`config.mk`:
```
export PLATFORM = sky130hd
export DESIGN_NAME = tmw_timer16
export DESIGN_NICKNAME = d
export VERILOG_FILES = /design/src/design/tmw_pkg.sv /design/src/design/tmw_timer16.sv
export SDC_FILE = /design/constraint.sdc
export NUM_CORES = 1
export LEC_CHECK = 0
export ABC_AREA = 1
export BUFFER_PORTS_ARGS = -buffer_cell sky130_fd_sc_hd__buf_2
export CAP_MARGIN = 20
export CORE_MARGIN = 4
export CORE_UTILIZATION = 34
export CTS_CLUSTER_SIZE = 24
export DETAILED_ROUTE_END_ITERATION = 8
export SLEW_MARGIN = 15
export SYNTH_ARGS = -nofsm -noshare
export SYNTH_HDL_FRONTEND = slang
export SYNTH_SLANG_ARGS = --single-unit
```
`constraint.sdc`:
```
create_clock -name clk -period 6.96 [get_ports clk]
set_clock_uncertainty 0.05 [all_clocks]
set_input_delay 1.392 -clock clk [delete_from_list [all_inputs] [get_ports clk]]
set_output_delay 1.392 -clock clk [all_outputs]
set_load 0.02 [all_outputs]
```
`src/design/tmw_pkg.sv`:
```
package tmw_pkg;
  localparam int unsigned CNT_W = 16;
  localparam logic [3:0] ADDR_CTRL    = 4'h0;
  localparam logic [3:0] ADDR_COUNT   = 4'h1;
  localparam logic [3:0] ADDR_CMP_A   = 4'h2;
  localparam logic [3:0] ADDR_CMP_B   = 4'h3;
  localparam logic [3:0] ADDR_CAPTURE = 4'h4;
  localparam logic [3:0] ADDR_FLAGS   = 4'h5;
  // ctrl fields
  localparam int unsigned WGM_LSB  = 0;
  localparam int unsigned CKS_LSB  = 4;
  localparam int unsigned COMA_LSB = 8;
  localparam int unsigned COMB_LSB = 10;
  localparam int unsigned DIRA_BIT = 12;
  localparam int unsigned DIRB_BIT = 13;
  // flag bits
  localparam int unsigned FLG_OVF  = 0;
  localparam int unsigned FLG_CMPA = 1;
  localparam int unsigned FLG_CMPB = 2;
  localparam int unsigned FLG_CAP  = 3;
  localparam logic [15:0] CNT_MAX  = 16'hffff;
  localparam logic [15:0] CNT_ZERO = 16'h0000;
  localparam logic [15:0] TOP_8    = 16'h00ff;
  localparam logic [15:0] TOP_9    = 16'h01ff;
  localparam logic [15:0] TOP_10   = 16'h03ff;
  localparam logic [3:0] WGM_NORMAL   = 4'h0;
  localparam logic [3:0] WGM_CTC_A    = 4'h4;
  localparam logic [3:0] WGM_FAST_8   = 4'h5;
  localparam logic [3:0] WGM_FAST_9   = 4'h6;
  localparam logic [3:0] WGM_FAST_10  = 4'h7;
  localparam logic [3:0] WGM_CTC_CAP  = 4'hc;
  localparam logic [3:0] WGM_FAST_CAP = 4'he;
  localparam logic [3:0] WGM_FAST_A   = 4'hf;
  localparam logic [1:0] COM_OFF = 2'h0;
  localparam logic [1:0] COM_TGL = 2'h1;
  localparam logic [1:0] COM_NINV = 2'h2;
  localparam logic [1:0] COM_INV = 2'h3;
  // clock select: 0 stopped, 1..5 = /1,/8,/64,/256,/1024
  localparam logic [2:0] CKS_STOP = 3'h0;
  localparam logic [2:0] CKS_1    = 3'h1;
  localparam logic [2:0] CKS_8    = 3'h2;
  localparam logic [2:0] CKS_64   = 3'h3;
  localparam logic [2:0] CKS_256  = 3'h4;
  localparam logic [2:0] CKS_1024 = 3'h5;
  localparam logic [9:0] DIV_8_M1    = 10'h007;
  localparam logic [9:0] DIV_64_M1   = 10'h03f;
  localparam logic [9:0] DIV_256_M1  = 10'h0ff;
  localparam logic [9:0] DIV_1024_M1 = 10'h3ff;

  typedef struct packed {
    logic [3:0]  wgm;
    logic [2:0]  cks;
    logic [1:0]  com_a;
    logic [1:0]  com_b;
    logic        dir_a;
    logic        dir_b;
    logic [9:0]  pre;
    logic [15:0] count;
    logic [15:0] cmp_a;
    logic [15:0] cmp_a_buf;
    logic [15:0] cmp_b;
    logic [15:0] cmp_b_buf;
    logic [15:0] cap;
    logic [3:0]  flags;
    logic        block;
    logic        oc_a;
    logic        oc_b;
    logic        pin_a;
    logic        pin_oe_a;
    logic        pin_b;
    logic        pin_oe_b;
    logic [15:0] rdata;
  } tmw_state_t;
endpackage

```
`src/design/tmw_timer16.sv`:
```
// What this block does
// [RULE_01] counting depends only on waveform mode
// [RULE_02] mode 0 counts up, wraps to zero
// [RULE_03] normal overflow flag set when count hits zero
// [RULE_04] counter writable any time in normal mode
// [RULE_05] clear-on-match clears at compare A or capture
// [RULE_06] clear-on-match top unbuffered, missed top wraps
// [RULE_07] clear-on-match sets top register's flag
// [RULE_08] clear-on-match toggle mode flips output A
// [RULE_09] clear-on-match overflow at max-to-zero rollover
// [RULE_10] modes 5,6,7,14,15 are fast PWM
// [RULE_11] fast PWM top choice; clear after top
// [RULE_12] PWM mode 2 clear-on-match, 3 inverse
// [RULE_13] fast PWM overflow and top flag at top
// [RULE_14] fixed top masks compare writes
// [RULE_15] fast PWM capture top unbuffered
// [RULE_16] fast PWM compare buffered, loaded at top
// [RULE_17] compare zero spikes, compare top constant
// [RULE_18] mode 15 toggle gives square wave A
// [RULE_19] software keeps top above compares
// [RULE_20] prescaled tick, divisors 1 to 1024
// [RULE_21] software keeps variable top at least three
// [RULE_22] reset clears output compare state
// [RULE_23] counter write blocks next compare match
// [RULE_24] writing one clears overflow flag
//
// The implementer's own choices: the register addresses and strobed register access.
module tmw_timer16
  import tmw_pkg::*;
(
  input  wire logic              clk,
  input  wire logic              rst_n,
  input  wire logic [3:0]        addr,
  input  wire logic [15:0]       wdata,
  input  wire logic              wr,
  input  wire logic              rd,
  output logic      [15:0]       rdata,
  output logic                   wave_out_a,
  output logic                   wave_out_a_oe,
  output logic                   wave_out_b,
  output logic                   wave_out_b_oe,
  output logic      [3:0]        flags
);
  import tmw_pkg::*;

  tmw_state_t s;
  tmw_state_t n;

  function automatic logic is_fast(input logic [3:0] m);
    return (m == WGM_FAST_8) || (m == WGM_FAST_9) || (m == WGM_FAST_10) ||
           (m == WGM_FAST_CAP) || (m == WGM_FAST_A); // see [RULE_10]
  endfunction

  function automatic logic [15:0] fixed_mask(input logic [3:0] m);
    case (m)
      WGM_FAST_8: begin
        return TOP_8;
      end
      WGM_FAST_9: begin
        return TOP_9;
      end
      WGM_FAST_10: begin
        return TOP_10;
      end
      default: begin
        return CNT_MAX;
      end
    endcase
  endfunction

  function automatic logic [1:0] wave_step(input logic [3:0] m, input logic [1:0] com,
                                           input logic oc, input logic match,
                                           input logic at_top);
    logic [1:0] r;
    r = {oc, 1'b0};
    if (is_fast(m)) begin
      // fast pwm: compare action, bottom action; compare match wins when cmp==top
      if (com == COM_TGL && m == WGM_FAST_A && match) begin
        r[1] = ~oc; // see [RULE_18]
      end else if (com == COM_NINV || com == COM_INV) begin
        if (at_top) begin
          r[1] = (com == COM_NINV); // see [RULE_12]
        end
        if (match) begin
          r[1] = (com == COM_INV); // see [RULE_17]
        end
      end
    end else if (match) begin
      case (com)
        COM_TGL: begin
          r[1] = ~oc; // see [RULE_08]
        end
        COM_NINV: begin
          r[1] = 1'b0;
        end
        COM_INV: begin
          r[1] = 1'b1;
        end
        default: begin
          r[1] = oc;
        end
      endcase
    end
    return r;
  endfunction

  function automatic logic [15:0] top_of(input logic [3:0] m, input logic [15:0] fix,
                                          input logic [15:0] ca, input logic [15:0] cp);
    logic [15:0] r;
    case (m)
      WGM_FAST_8, WGM_FAST_9, WGM_FAST_10: begin
        r = fix; // see [RULE_11]
      end
      WGM_CTC_A, WGM_FAST_A: begin
        r = ca; // see [RULE_05]
      end
      WGM_CTC_CAP, WGM_FAST_CAP: begin
        r = cp; // see [RULE_15]
      end
      default: begin
        r = CNT_MAX; // see [RULE_02]
      end
    endcase
    return r;
  endfunction

  // divider runs free, so a new divisor may give a short first period
  function automatic logic presc_tick(input logic [2:0] k, input logic [9:0] p);
    logic r;
    case (k)
      CKS_1: begin
        r = 1'b1;
      end
      CKS_8: begin
        r = (p[2:0] == DIV_8_M1[2:0]);
      end
      CKS_64: begin
        r = (p[5:0] == DIV_64_M1[5:0]);
      end
      CKS_256: begin
        r = (p[7:0] == DIV_256_M1[7:0]);
      end
      CKS_1024: begin
        r = (p == DIV_1024_M1);
      end
      default: begin
        r = 1'b0;
      end
    endcase
    return r;
  endfunction

  function automatic logic [15:0] pack_ctrl(input tmw_state_t st);
    logic [15:0] r;
    r = 16'h0000;
    r[WGM_LSB +: 4]  = st.wgm;
    r[CKS_LSB +: 3]  = st.cks;
    r[COMA_LSB +: 2] = st.com_a;
    r[COMB_LSB +: 2] = st.com_b;
    r[DIRA_BIT]      = st.dir_a;
    r[DIRB_BIT]      = st.dir_b;
    return r;
  endfunction

  function automatic logic top_from_a(input logic [3:0] m);
    return (m == WGM_CTC_A) || (m == WGM_FAST_A);
  endfunction

  function automatic logic top_from_cap(input logic [3:0] m);
    return (m == WGM_CTC_CAP) || (m == WGM_FAST_CAP);
  endfunction

  // write-one-to-clear, but a flag raised by hardware this cycle survives
  function automatic logic [3:0] after_clear(input logic [3:0] cur, input logic [3:0] hw_set,
                                             input logic [3:0] w1);
    logic [3:0] r;
    r = cur;
    for (int i = 0; i < 4; i++) begin
      if (w1[i] && !hw_set[i]) begin
        r[i] = 1'b0;
      end
    end
    return r;
  endfunction

  logic        tick;
  logic [15:0] top;
  logic        var_top_a;
  logic        var_top_cap;
  logic        fast;
  logic        hit_top;
  logic        match_a;
  logic        match_b;
  logic [15:0] mask;
  logic [1:0]  step_a;
  logic [1:0]  step_b;
  logic [3:0]  flag_set;

  always_comb begin
    n = s;
    fast = is_fast(s.wgm);
    mask = fixed_mask(s.wgm);
    var_top_a = top_from_a(s.wgm);
    var_top_cap = top_from_cap(s.wgm);
    top = top_of(s.wgm, mask, s.cmp_a, s.cap);

    // prescaler: one tick per divisor period
    tick = presc_tick(s.cks, s.pre); // see [RULE_20]
    if (s.cks == CKS_STOP || s.cks > CKS_1024) begin
      n.pre = s.pre;
    end else begin
      n.pre = s.pre + 10'h001;
    end

    // only modes with a real top clear early; the others wrap like normal mode
    hit_top = (fast || var_top_a || var_top_cap) && (s.count == top) && !s.block;
    match_a = (s.count == s.cmp_a) && !s.block; // see [RULE_23]
    match_b = (s.count == s.cmp_b) && !s.block;
    flag_set = 4'h0;
    if (tick) begin
      n.block = 1'b0;
    end

    if (tick) begin
      // mode selector alone drives the count sequence; com fields only steer the output steps below
      if (hit_top) begin
        n.count = CNT_ZERO; // see [RULE_01]
        if (fast) begin
          flag_set[FLG_OVF] = 1'b1; // see [RULE_13]
          n.cmp_a = s.cmp_a_buf; // see [RULE_16]
          n.cmp_b = s.cmp_b_buf;
        end else if (s.count == CNT_MAX) begin
          flag_set[FLG_OVF] = 1'b1; // see [RULE_09]
        end
        if (var_top_cap) begin
          flag_set[FLG_CAP] = 1'b1; // see [RULE_07]
        end
      end else begin
        n.count = s.count + 16'h0001; // see [RULE_06]
        if (s.count == CNT_MAX) begin
          flag_set[FLG_OVF] = 1'b1; // see [RULE_03] [RULE_09]
        end
      end
      if (match_a) begin
        flag_set[FLG_CMPA] = 1'b1;
      end
      if (match_b) begin
        flag_set[FLG_CMPB] = 1'b1;
      end
      step_a = wave_step(s.wgm, s.com_a, s.oc_a, match_a, hit_top);
      step_b = wave_step(s.wgm, (s.com_b == COM_TGL) ? COM_OFF : s.com_b, s.oc_b,
                         match_b, hit_top);
      n.oc_a = step_a[1];
      n.oc_b = step_b[1];
    end else begin
      step_a = 2'h0;
      step_b = 2'h0;
    end
    // sticky flags: a hardware set always beats a software clear
    n.flags = s.flags | flag_set;

    n.rdata = 16'h0000;
    if (rd) begin
      case (addr)
        ADDR_CTRL: begin
          n.rdata = pack_ctrl(s);
        end
        ADDR_COUNT: begin
          n.rdata = s.count;
        end
        ADDR_CMP_A: begin
          n.rdata = fast ? s.cmp_a_buf : s.cmp_a;
        end
        ADDR_CMP_B: begin
          n.rdata = fast ? s.cmp_b_buf : s.cmp_b;
        end
        ADDR_CAPTURE: begin
          n.rdata = s.cap;
        end
        ADDR_FLAGS: begin
          n.rdata = {12'h000, s.flags};
        end
        default: begin
          n.rdata = 16'h0000;
        end
      endcase
    end

    if (wr) begin
      case (addr)
        ADDR_CTRL: begin
          n.wgm   = wdata[WGM_LSB +: 4];
          n.cks   = wdata[CKS_LSB +: 3];
          n.com_a = wdata[COMA_LSB +: 2];
          n.com_b = wdata[COMB_LSB +: 2];
          n.dir_a = wdata[DIRA_BIT];
          n.dir_b = wdata[DIRB_BIT];
        end
        ADDR_COUNT: begin
          n.count = wdata; // see [RULE_04]
          n.block = 1'b1; // see [RULE_23]
        end
        ADDR_CMP_A: begin
          n.cmp_a_buf = wdata & mask; // see [RULE_14]
          if (!fast)
            n.cmp_a = wdata & mask; // see [RULE_06]
        end
        ADDR_CMP_B: begin
          n.cmp_b_buf = wdata & mask;
          if (!fast)
            n.cmp_b = wdata & mask;
        end
        ADDR_CAPTURE: begin
          n.cap = wdata; // see [RULE_15]
        end
        ADDR_FLAGS: begin
          n.flags = after_clear(n.flags, flag_set, wdata[3:0]); // see [RULE_24]
        end
        default: begin
        end
      endcase
    end

    // pin driven only with direction set; port value low when not overridden
    // new mode field used so the pin drops in the same cycle it is switched off
    if (n.com_a != COM_OFF) begin
      n.pin_a = n.oc_a; // see [RULE_08]
    end else begin
      n.pin_a = 1'b0;
    end
    n.pin_oe_a = n.dir_a;
    if (n.com_b != COM_OFF) begin
      n.pin_b = n.oc_b;
    end else begin
      n.pin_b = 1'b0;
    end
    n.pin_oe_b = n.dir_b;
  end

  always_ff @(posedge clk or negedge rst_n) begin
    if (!rst_n) begin
      s <= '0; // see [RULE_22]
    end else begin
      s <= n;
    end
  end

  assign rdata = s.rdata;
  assign wave_out_a = s.pin_a;
  assign wave_out_a_oe = s.pin_oe_a;
  assign wave_out_b = s.pin_b;
  assign wave_out_b_oe = s.pin_oe_b;
  assign flags = s.flags;
endmodule

```
; Yosys cells after proc, flatten, opt, wreduce, memory -nomap -nowiden
; Cells that the tools add are included.
[word_totals]
regBits = 144
in_bits = 24
out_inout_bits = 24
word_cells = 152
[op_classes]
addsub = 2
n_lt_le_gt_ge = 1
eq_ne = 32
mux = 54
bitwise_logic = 4
n_reduce_logical = 39
[ops]
columns = cell, n
row1 = 16-bit two-way mux, 11
row2 = 101-bit two-way mux, 1
row3 = 32-bit two-way mux, 3
row4 = 16-bit case mux with 3 select lines, 2
row5 = 16-bit case mux with 6 select lines, 1
row6 = 16-bit equality test, 3
row7 = 1-bit two-way mux, 27
row8 = "4-bit by 3-bit equality test with 1-bit output, second input constant", 6
row9 = "16-bit by 1-bit adder with 16-bit output, second input constant", 1
row10 = 16-bit AND, 1
row11 = "16-bit equality test, second input constant", 1
row12 = "4-bit equality test, second input constant", 3
row13 = 1-bit logical AND, 12
row14 = 6-bit two-way mux, 2
row15 = 1-bit logical OR, 11
row16 = "10-bit by 1-bit adder with 10-bit output, second input constant", 1
row17 = "10-bit equality test, second input constant", 1
row18 = "3-bit equality test, second input constant", 3
row19 = "2-bit equality test, second input constant", 4
row20 = "4-bit by 2-bit equality test with 1-bit output, second input constant", 2
row21 = "8-bit equality test, second input constant", 1
row22 = 4-bit two-way mux, 2
row23 = 2-bit AND reduction, 4
row24 = "2-bit by 1-bit equality test with 1-bit output, second input constant", 3
row25 = other kinds (16), 26

; Depth between registers and ports, before layout
[depth]
word_depth = 16
mapped_depth = 21
ltp_nobuf = 19

; Least setup slack after synthesis
; Ideal clock, no wire load.
[synth_timing]
kind = input to register
start = in addr[3]
end = reg s[103] in the netlist's numbering
setup_ns = 0.120
arrival_time_ns = 3.008
required_ns = 6.790
slack_ns = 3.782
stages = 9
path_buffers = 1
cell_sequence = nor2_1 > nand3_1 > nor2_1 > inv_1 > nor2_1 > inv_1 > clkbuf_1 > o21ai_0 > inv_1
[synth_rtl]
columns = element, line
row1 = from (decl), tmw_timer16.sv:33  ; input wire logic [3:0] addr,
row2 = to (signal assigned), tmw_timer16.sv:344  ; s <= n;
row3 = to (decl), tmw_timer16.sv:46  ; tmw_state_t s;

==> metrics.md <==
| Metric | Value |
|---|---|
| Vias in the first global route | `7179` |
| Crit path max fanout | `30` |
| Post-Syn Area per Cell | `7.316 sq um` |
| Worst endpoint required time | `7230 ps` |
| Synth-to-layout area growth | `11.16%` |
| Vias per cell | `5.287` |
| Die area | `26920 sq um` |
| Worst-Margin Slew | `955.8 ps` |
| Cell row count | `56` |
| Max Clock Freq | `0.2342 GHz` |
| Status | `complete, no violations` |
| Gp weighted congestion | `0.9374` |
| #FFs+latches synth | `144` |
| Nets | `1167` |
| Top_reg_cell synth | `dfrtp_1` |
| Post-synth top area share | `43.51%` |
| Top post-synthesis cells by area | `dfrtp_1, nand2_1, o21ai_0, inv_1, nand3_1` |
| H-Tree Depth | `4` |
| Yosys warning count | `0` |
| Sequential element share of the synthesized area | `43.51%` |
| TritonCTS clock tree | `yes` |
| Worst setup path endpoint | `s[71]` |
| Reg-to-reg startpoint | `s[143]` |
| Clk sinks | `144` |
| Post-CTS Hold Buffers | `0` |
| DP Worst Slack | `2264 ps` |
| Ys async rst share | `100.0%` |
| Later-pin clock latency in the skew report | `440 ps` |
| Post-synthesis cell count | `1132` |
| Initial detailed-routing violation count | `763` |
| PD cells | `324.2 nW/um^2` |
| Initial antenna violation count | `0` |
| Total wire length | `26940 um` |
| Grt total ovfl | `0` |
| Routed len/inst | `18.31 um` |
| I/O Pins | `48` |
| Most frequent cells after synthesis | `nand2_1, inv_1, dfrtp_1` |
| Number of antenna diodes | `0` |
| Post-cts gate resize count | `0` |
| VDD IR max | `0.1953 mV` |
| Post-route DRC violation count | `0` |
| EDFF count, synth | `0` |
| Max Cap Viol | `0` |
| Post-Layout Cell Count | `1471` |
| CP Capture Type | `register` |
| RSZ-0062 raised after global routing | `false` |
| Slew HR | `36.07%` |
| Critical path class | `input port to register` |
| R2R Path End | `s[104]` |
| Most frequent cell after synthesis | `nand2_1` |
| Register area | `3603 sq um` |
| Root Driver | `clkbuf_16` |
| Reg2Reg Depth | `13` |
| Drt pass-1 iters | `5` |
| Final Hold Fails | `0` |
| Die Wd | `164.1 um` |
| I/O Buffers | `47` |
| Hold path depth | `1` |
| Period Utilization, post-route | `61.34%` |
| Vert. Die Dim | `164.1 um` |
| First-pass GRT wire length | `42010 um` |
| Largest net degree at the start of global routing | `86` |
| CTS buffer count | `17` |
| Share of cells above drive strength 1 | `9.115%` |
| Core region area | `23680 sq um` |
| Setup-failing EPs final | `0` |
| WHS | `419.1 ps` |
| Worst Hold Class | `register to register` |
| HPWL Detailed | `19350 um` |
| Worst setup margin | `2691 ps` |
| Gr usage total | `20.38%` |
| Vias | `7777` |
| # fillers | `2528` |
| Clock Path Buffers | `2` |
| Synth unique cells | `40` |
| Minimum clock period | `4269 ps` |
| Dpl cells | `1438` |
| Synthesized area | `8282 sq um` |
| Startpoint Class | `input port` |
| Power Total | `2.984 mW` |
| Initial Utilization | `34.97%` |
| Postcts setup bufs | `0` |
| R2R setup slack | `3200 ps` |
| Setup_tns | `0 ps` |
| Worst-path clk slew | `60 ps` |
| Leak Pwr | `4.504 nW` |
| Routed Antenna Nets | `0` |
| Area of the multi-input gates | `3730 sq um` |
| Crit path from | `addr[3]` |
| Critical Path AT | `4540 ps` |
| Post-synth top area cell | `dfrtp_1` |
| Synthesized Nets | `1159` |
| Max Slew Vio Count | `0` |
## how the worst min path moves through the flow
stage	slack, ps	endpoint	startpoint
detailed placement	420	s[132]	s[132]
finish	420	s[132]	s[132]
floorplan	390	s[54]	s[54]
CTS	430	s[132]	s[132]
global placement	420	s[132]	s[132]
global route	440	s[132]	s[132]
## routing by layer
layer / track usage (%) / wire length [um] / share of wire [%] / vias up
met1: 30.00 / 12780 / 47 / 3707
met3: 3.764 / 1852 / 6.9 / 43
met2: 29.81 / 11620 / 43 / 314
li1: - / - / - / 3713
met5: 0 / 0 / 0 / -
met4: 7.434 / 690 / 2.6 / 0
## layout make-up
class	instances	share of cell area, %
Multi-Input combinational cell	764	40.51
Sequential cell	144	39.14
Inverter	160	6.537
Clock buffer	19	4.811
Tap cell	319	4.335
Timing Repair Buffer	53	3.194
Clock inverter	12	1.468
## worst max-delay path, cell delays in order
cell	delay [ps]
buf_2	100
nor2_1	210
nand3_1	460
nor2_1	770
inv_1	450
nor2_1	290
inv_1	450
o21ai_0	340
inv_1	60
## cell usage in the layout (no fill, tap or decap), types with 7 or more instances in the layout
| cell | instances |
|---|---|
| xor2_1 | 16 |
| o22ai_1 | 38 |
| buf_2 | 46 |
| nor3_1 | 14 |
| nand3_1 | 62 |
| inv_1 | 148 |
| nand2_1 | 303 |
| xnor2_1 | 11 |
| o21ai_0 | 131 |
| a221oi_1 | 8 |
| o221ai_1 | 9 |
| nor2_1 | 74 |
| nand4_1 | 26 |
| inv_2 | 7 |
| o21ai_1 | 19 |
| dfrtp_1 | 144 |
| clkbuf_16 | 17 |
| a21oi_1 | 16 |
## where the power goes
part	switching [mW]	internal, mW	leakage, nW	total (mW)
clock	0.389	0.537	0.272	0.926
combinational	0.556	0.286	2.47	0.842
sequential	0.195	1.02	1.76	1.22
## registers in the layout (all words and copies together), names as in the netlist
name,flops
s,120
rdata,16
flags,4
wave_out_a,1
wave_out_a_oe,1
wave_out_b,1
wave_out_b_oe,1
## per-stage QoR
stage	area [sq um]	utilization [%]
2_1_floorplan	8282	-
3_3_place_gp	8606	36.34
3_5_place_dp	8606	36.34
4_1_cts	9184	38.78
5_1_grt	9206	38.87
6_report	9206	38.87
## logic make-up after synthesis
kind of cell / share of synthesized area (%)
buffers and inverters: 11.59
flip-flops: 43.51
XOR/XNOR: 2.855
adder cells (fa/ha/maj): 0.4533
AND/OR/NAND/NOR: 25.15
AO/OA/AOI/OAI: 16.44
Power figures use the tool's default switching activity.
